### config.mk
export PLATFORM = sky130hd
export DESIGN_NAME = nssi_station
export DESIGN_NICKNAME = d
export VERILOG_FILES = /design/src/nssi_pkg.sv /design/src/nssi_tick_if.sv /design/src/nssi_station.sv /design/src/nssi_prescaler.sv
export VERILOG_INCLUDE_DIRS = /design/src
export SDC_FILE = /design/constraint.sdc
export NUM_CORES = 1
export LEC_CHECK = 0
export BUFFER_PORTS_ARGS = -buffer_cell sky130_fd_sc_hd__buf_2
export CAP_MARGIN = 10
export CORE_MARGIN = 2
export CORE_UTILIZATION = 45
export CTS_BUF_LIST = sky130_fd_sc_hd__clkbuf_16
export DETAILED_ROUTE_END_ITERATION = 10
export GPL_TIMING_DRIVEN = 0
export PLACE_DENSITY = 0.62
export RECOVER_POWER = 50
export SYNTH_ARGS = -nofsm -noshare
export SYNTH_HDL_FRONTEND = slang
export SYNTH_HIERARCHICAL = 1
export SYNTH_SLANG_ARGS = --single-unit
### constraint.sdc
create_clock -name clk -period 6.6 [get_ports clk]
set_clock_uncertainty 0.1 [all_clocks]
set_input_delay 1.32 -clock clk [delete_from_list [all_inputs] [get_ports clk]]
set_output_delay 1.32 -clock clk [all_outputs]
set_load 0.02 [all_outputs]
### src/nssi_params.svh
`ifndef NSSI_PARAMS_SVH
`define NSSI_PARAMS_SVH

// Station address range
`define NSSI_ADDR_W 8
`define NSSI_ADDR_RESERVED 8'hff
// Remote status width and its fields
`define NSSI_RSTAT_W 10
`define NSSI_RSTAT_OK_POS 0
// Clock and time base
`define NSSI_CLK_HZ 20000000
`define NSSI_TICK_HZ 100
`define NSSI_TICK_DIV (`NSSI_CLK_HZ / `NSSI_TICK_HZ)
// Start-up interval in seconds
`define NSSI_START_S 15
`define NSSI_START_TICKS (`NSSI_START_S * `NSSI_TICK_HZ)
// Ready blink half period in ticks
`define NSSI_BLINK_TICKS 25

`endif

### src/nssi_pkg.sv
package nssi_pkg;
    typedef enum logic [1:0] {
        NSSI_START = 2'b00,
        NSSI_READY = 2'b01,
        NSSI_BUSY = 2'b10
    } nssi_state_t;
endpackage

### src/nssi_tick_if.sv
`timescale 1ns/1ps
`default_nettype none
interface nssi_tick_if;
    logic tick;
    modport src (output tick);
    modport dst (input tick);
endinterface
`default_nettype wire

### src/nssi_station.sv
`timescale 1ns/1ps
`default_nettype none
`include "nssi_params.svh"
module nssi_station
#(
    parameter int unsigned START_TICKS = `NSSI_START_TICKS,
    parameter int unsigned TICK_DIV = `NSSI_TICK_DIV,
    parameter bit REPEATER = 1'b1
) (
    // Clock and reset
    input wire logic clk,
    input wire logic rst,
    // Switch bank and straps (pins)
    input wire logic [`NSSI_ADDR_W-1:0] addr_switch,
    input wire logic cpu_present,
    // Software connect request (same clock)
    input wire logic connect_req,
    input wire logic disconnect_req,
    // Link activity and timeout wait (same clock)
    input wire logic rx_active,
    input wire logic tx_active,
    input wire logic timeout_wait,
    input wire logic fault,
    // Repeater transfer activity (same clock)
    input wire logic ext_to_trunk_act,
    input wire logic trunk_to_ext_act,
    // Remote status capture (same clock)
    input wire logic rstat_load,
    input wire logic rstat_comm_ok,
    input wire logic [`NSSI_RSTAT_W-2:0] rstat_remote,
    // Identity
    output logic [`NSSI_ADDR_W-1:0] station_addr,
    output logic addr_valid,
    // State and indicators
    output var nssi_pkg::nssi_state_t op_state,
    output logic led_ready,
    output logic led_busy,
    output logic led_ext_to_trunk,
    output logic led_trunk_to_ext,
    output logic bus_attached,
    output logic error,
    // Remote status
    output logic [`NSSI_RSTAT_W-1:0] remote_status
);
    import nssi_pkg::*;

    ////////////////////////////////////////////////////////////////////////
    // Pin synchronisers
    logic [`NSSI_ADDR_W-1:0] sw_s1;
    logic [`NSSI_ADDR_W-1:0] sw_s2;
    logic cpu_s1;
    logic cpu_s2;

    always_ff @(posedge clk or posedge rst) begin
        if (rst) begin
            sw_s1 <= 8'h00;
            sw_s2 <= 8'h00;
            cpu_s1 <= 1'b0;
            cpu_s2 <= 1'b0;
        end else begin
            sw_s1 <= addr_switch;
            sw_s2 <= sw_s1;
            cpu_s1 <= cpu_present;
            cpu_s2 <= cpu_s1;
        end
    end

    ////////////////////////////////////////////////////////////////////////
    // Time base
    nssi_tick_if tk_if();

    nssi_prescaler #(
        .DIV(TICK_DIV)
    ) u_pre (
        .clk(clk),
        .rst(rst),
        .tk(tk_if.src)
    );

    ////////////////////////////////////////////////////////////////////////
    // State machine and timers
    nssi_state_t state;
    nssi_state_t next_state;
    logic [31:0] start_cnt;
    logic [31:0] next_start_cnt;
    logic [7:0] blink_cnt;
    logic [7:0] next_blink_cnt;
    logic blink;
    logic next_blink;
    logic standalone;
    logic next_standalone;
    logic [1:0] strap_cnt;
    logic [1:0] next_strap_cnt;
    logic attached;
    logic next_attached;
    logic [`NSSI_ADDR_W-1:0] addr;
    logic [`NSSI_ADDR_W-1:0] next_addr;
    logic addr_ok;
    logic next_addr_ok;
    logic activity;

    // Busy covers traffic and the timeout wait
    assign activity = rx_active | tx_active | timeout_wait;

    always_comb begin
        next_state = state;
        next_start_cnt = start_cnt;
        next_blink_cnt = blink_cnt;
        next_blink = blink;
        next_standalone = standalone;
        next_strap_cnt = strap_cnt;
        next_attached = attached;
        next_addr = addr;
        next_addr_ok = addr_ok;
        // Strap read once, when cpu_s2 holds the pin; both lamps lit till then
        if (strap_cnt != 2'h3) begin
            next_strap_cnt = strap_cnt + 2'h1;
        end
        if (strap_cnt == 2'h2) begin
            next_standalone = ~cpu_s2;
        end
        // Address held while 255 is on the switches
        if (sw_s2 != `NSSI_ADDR_RESERVED) begin
            next_addr = sw_s2;
            next_addr_ok = 1'b1;
        end else begin
            next_addr_ok = 1'b0;
        end
        // Attachment only; no effect on state
        if (connect_req) begin
            next_attached = 1'b1;
        end else if (disconnect_req) begin
            next_attached = 1'b0;
        end
        if (tk_if.tick) begin
            if (blink_cnt >= 8'(`NSSI_BLINK_TICKS - 1)) begin
                next_blink_cnt = 8'h00;
                next_blink = ~blink;
            end else begin
                next_blink_cnt = blink_cnt + 8'h01;
            end
        end
        unique case (state)
            NSSI_START: begin
                if (tk_if.tick) begin
                    if (start_cnt >= 32'(START_TICKS - 1)) begin
                        next_state = NSSI_READY;
                    end else begin
                        next_start_cnt = start_cnt + 32'h1;
                    end
                end
            end
            NSSI_READY: begin
                if (activity) begin
                    next_state = NSSI_BUSY;
                end
            end
            NSSI_BUSY: begin
                if (!activity) begin
                    next_state = NSSI_READY;
                end
            end
            default: begin
                next_state = NSSI_START;
            end
        endcase
    end

    always_ff @(posedge clk or posedge rst) begin
        if (rst) begin
            state <= NSSI_START;
            start_cnt <= 32'h0;
            blink_cnt <= 8'h00;
            blink <= 1'b0;
            standalone <= 1'b0;
            strap_cnt <= 2'h0;
            attached <= 1'b0;
            addr <= 8'h00;
            addr_ok <= 1'b0;
        end else begin
            state <= next_state;
            start_cnt <= next_start_cnt;
            blink_cnt <= next_blink_cnt;
            blink <= next_blink;
            standalone <= next_standalone;
            strap_cnt <= next_strap_cnt;
            attached <= next_attached;
            addr <= next_addr;
            addr_ok <= next_addr_ok;
        end
    end

    ////////////////////////////////////////////////////////////////////////
    // Indicators and status outputs
    logic next_led_ready;
    logic next_led_busy;
    logic next_err;
    logic [`NSSI_RSTAT_W-1:0] next_rstat;

    always_comb begin
        next_rstat = remote_status;
        if (rstat_load) begin
            // Bit zero success, upper nine clear when the remote is healthy
            next_rstat = {rstat_remote, rstat_comm_ok};
        end
        next_err = 1'b0;
        if (state == NSSI_START) begin
            next_led_busy = 1'b1;
            next_led_ready = standalone ? blink : 1'b1;
        end else begin
            // A fault drops ready so the lamp shows the error
            next_led_ready = ~fault;
            next_err = fault;
            next_led_busy = (state == NSSI_BUSY);
        end
    end

    always_ff @(posedge clk or posedge rst) begin
        if (rst) begin
            station_addr <= 8'h00;
            addr_valid <= 1'b0;
            op_state <= NSSI_START;
            led_ready <= 1'b0;
            led_busy <= 1'b0;
            led_ext_to_trunk <= 1'b0;
            led_trunk_to_ext <= 1'b0;
            bus_attached <= 1'b0;
            error <= 1'b0;
            remote_status <= 10'h000;
        end else begin
            station_addr <= addr;
            addr_valid <= addr_ok;
            op_state <= state;
            led_ready <= next_led_ready;
            led_busy <= next_led_busy;
            led_ext_to_trunk <= REPEATER & ext_to_trunk_act;
            led_trunk_to_ext <= REPEATER & trunk_to_ext_act;
            bus_attached <= attached;
            error <= next_err;
            remote_status <= next_rstat;
        end
    end
endmodule // nssi_station
`default_nettype wire

### src/nssi_prescaler.sv
`timescale 1ns/1ps
`default_nettype none
`include "nssi_params.svh"
module nssi_prescaler #(
    parameter int unsigned DIV = `NSSI_TICK_DIV
) (
    // Clock and reset
    input wire logic clk,
    input wire logic rst,
    // Tick out
    nssi_tick_if.src tk
);
    logic [31:0] cnt;
    logic [31:0] next_cnt;
    logic pulse;
    logic next_pulse;

    always_comb begin
        next_pulse = 1'b0;
        next_cnt = cnt + 32'h1;
        if (cnt >= 32'(DIV - 1)) begin
            next_cnt = 32'h0;
            next_pulse = 1'b1;
        end
    end

    always_ff @(posedge clk or posedge rst) begin
        if (rst) begin
            cnt <= 32'h0;
            pulse <= 1'b0;
        end else begin
            cnt <= next_cnt;
            pulse <= next_pulse;
        end
    end

    assign tk.tick = pulse;
endmodule // nssi_prescaler
`default_nettype wire

==> results.cfg <==
[clocking]
cts_resized = 0
worstSkewPairLatency_ps = 400
post_cts_buffers = 0
cts_tree = done
cts_root_buf = sky130_fd_sc_hd__clkbuf_16
cts_inserted_buffers = 17
cts_max_level = 4
clock_sink_count = 134
cts_buffer_depth = 2
cts_hold_buffers = 0
cts.reportedPaths.clkPinSlew_ps = 60

[worst_setup_path]
slowest_delay_ps = 1190
worst_ep_arrival_ps = 2990
cp_slowest_cell = sky130_fd_sc_hd__clkinvlp_2
worst_r2r_path_depth = 7
worstSetupStartpoint = rst
path_cells = clkbuf_1 -> clkinvlp_2 -> buf_16
rr_startpoint = start_cnt[0]
timing_worst_setup_path_type = primary input to asynchronous set/reset pin
cp_max_fo = 55
endpoint_kind = asynchronous set/reset pin
cp-start-kind = primary input
timing.critical_path.required_ps = 7070

[min_path]
hold_path_startpoint = sw_s1[3]
hold-path-cell-count = 0
worst_hold_path_type = flip-flop to flip-flop

[pwr]
p_leak_nw = 2.738
fin_total_pwr_mw = 2.081
ir_drop_uv = 195.7
total_power_per_unit_cell_area_nw_per_um2 = 348.1

[global_route]
grt_usage_pct = 14.40
first_pass_grt_wire_length_mm = 12.96
grt_start_max_net_pins = 56
grt_antenna_before_repair = 0
gr-total-overflow = 0
number_of_global_route_vias_before_repair = 2840

[sta]
maxClockFrequency_mhz = 397.1
finalHoldViolCount = 0
maxSlewHeadroom_pct = -40.26
hold-worst-slack_ps = 245.7
unrepaired_setup_endpoints_after_global_routing = false
transition_time_of_the_tightest_slew_check_pin_ps = 2092
finalWorstPathRequiredPeriod_ps = 2518
finalSetupViolCount = 0
final_critical_path_setup_slack_ps = 4082
finalCritPeriodShare_pct = 38.16
tns_ps = 0
finalMaxSlewViolations = 47

[die]
i_o_pin_count = 57
initial_core_util_pct = 45.72
num_rows = 38
core_area_um2 = 10700
dieHeight_um = 108.3
die_w_um = 108.3
area_enclosed_by_the_die_boundary_um2 = 11720

[place]
post_dp_cell_area_um2 = 5420
post-dp-hpwl_mm = 5.030
preCtsSetupSlack_ps = 3988
gp_congestion = 0.7934
dp_cells = 568
io_buffer_count = 55

[outcome]
violations_in_the_final_reports = max-capacitance violations, max-slew violations
outcome = finished with violations

[finish]
final_cells = 601
post_route_standard_cell_area_excluding_fillers_um2 = 5977
layout-drive-gt1-share_pct = 23.86
area_delta_synth_final_pct = 22.21
postLayoutCoreUtil_pct = 55.87
layout.nets = 484
antenna_diode_count = 0

[synth]
yosysWarnings = 6
synth_top_family_by_area = simple AND/OR/NAND/NOR gates
synth_flop_cell = sky130_fd_sc_hd__dfrtp_1
synth-adder-area-share_pct = 1.535
synth-xor-area-share_pct = 4.298
ys_async_sr_fraction_pct = 100.0
synth-edff-count = 0
synth_seq_cells = 134
synthesis.area_per_instance_um2 = 13.62
synth.cell_area_um2 = 4891
share_of_synthesized_cell_area_in_and_or_nand_and_nor_gates_pct = 10.95
post_synth_mux_area_share_pct = 3.658
post_synth_inst_count = 359
synth_cell_type_count = 53
synth.yosys.seq_area_share_pct = 68.56
fraction_of_the_mapped_netlist_area_in_compound_gates_pct = 7.061

[detailed_routing]
drt_iter0_markers = 91
detail_route.vias_per_cell = 4.794
num_vias = 2881
number_of_remaining_drc_errors = 0
routed_wire_length_per_instance_um = 12.62
totalWireLength_mm = 7.584
drt_pass1_iterations = 4
antenna_violating_nets_post_route = 0

[run]
max_cap_viol_count = 1
final cells by class:
type	instances	area, um^2
Sequential cell	134	3353
Multi-Input combinational cell	195	1398
Buffer	30	140.1
Inverter	13	50.05
Clock inverter	15	130.1
Tap cell	140	175.2
Clock buffer	17	425.4
Timing Repair Buffer	57	305.3
Fill cell	891	4721
logic make-up (layout without fill, tap and decap cells):
| logic type | Yosys count | count (layout) |
|---|---|---|
| AOI/OAI and AO/OA | 46 | 46 |
| xor gates and xnor gates | 24 | 24 |
| adders and majority gates | 6 | 6 |
| buffers and inverters | 43 | 132 |
| DFF | 134 | 134 |
| muxes | 16 | 16 |
| other | 1 | 14 |
| and+or+nand+nor | 89 | 89 |
critical path: cells and delay by family:
| family | cells | cell delay (ps) |
|---|---|---|
| buf+inv | 3 | 1630 |
synthesized netlist by cell type (all sizes together), types with 2 or more instances:
cell type  number  share of area, %
and2            2              0.26
nor3b           2              0.31
nand2b          2              0.26
buf             5              0.95
ha              6               1.5
nand3          17               1.8
xor2            8               1.4
xnor2          16               2.9
dfrtp         134                69
or3             4              0.51
a21boi          2              0.31
nand4          12               1.8
and3            5              0.79
clkbuf         25               1.9
o21a            2              0.31
a21oi          14               2.2
nor2           12               1.1
and4            2              0.36
nor4           10               1.4
o21ai           8              0.82
a31oi           3              0.38
nor2b           2              0.26
inv            13               1.0
nor3            4              0.41
nand2          12              0.92
a21o            2              0.31
a22oi           4              0.61
mux2           15               3.5
o211a           2              0.41
per-layer routing:
| metal | global-route usage (%) | wire length, um | vias up |
|---|---|---|---|
| met3 | 4.340 | 286 | 10 |
| met5 | 0 | 0 | - |
| met1 | 18.05 | 3511 | 1422 |
| met2 | 22.82 | 3660 | 49 |
| li1 | - | - | 1400 |
| met4 | 7.143 | 126 | 0 |
sequential cells by signal (all words and copies together), names as in the netlist, 2 cells and up:
name,flops
start_cnt,32
blink_cnt,8
sw_s2,8
op_state,2
state,2
station_addr,8
addr,8
sw_s1,8
u_pre/cnt,32
remote_status,10
strap_cnt,2
final timing paths:
path / to / slack [ps]
worst min-delay path: sw_s2[3] / 250
worst min register to register: sw_s2[3] / 250
worst max register to register: start_cnt[8] / 4420
max in group clk: remote_status[3] / 4250
min in group asynchronous: u_pre/cnt[18] / 760
worst max-delay path: remote_status[0] / 4080
where the power goes:
part           internal, mW  total [mW]  switching [mW]  leakage [nW]
registers             0.903       0.962          0.0589          1.66
clock network         0.519       0.873           0.354         0.269
logic                 0.108       0.246           0.138         0.805
placed cells by master, fill, tap and decap left out, drive strengths merged, types with 2 or more instances in the layout:
| cell | instances |
|---|---|
| and2 | 2 |
| o21ai | 8 |
| nor3 | 4 |
| xor2 | 8 |
| nand2 | 12 |
| nand2b | 2 |
| o21a | 2 |
| and3 | 5 |
| inv | 19 |
| ha | 6 |
| and4 | 2 |
| a21o | 2 |
| xnor2 | 16 |
| clkbuf | 44 |
| nand3 | 17 |
| conb | 14 |
| nor2 | 12 |
| nor2b | 2 |
| clkinv | 3 |
| nor4 | 10 |
| clkinvlp | 5 |
| nand4 | 12 |
| a21oi | 14 |
| or3 | 4 |
| a31oi | 3 |
| nor3b | 2 |
| dfrtp | 134 |
| a22oi | 4 |
| o211a | 2 |
| buf | 60 |
| mux2 | 15 |
| a21boi | 2 |
Note: power is estimated with default switching activity, not from simulation.
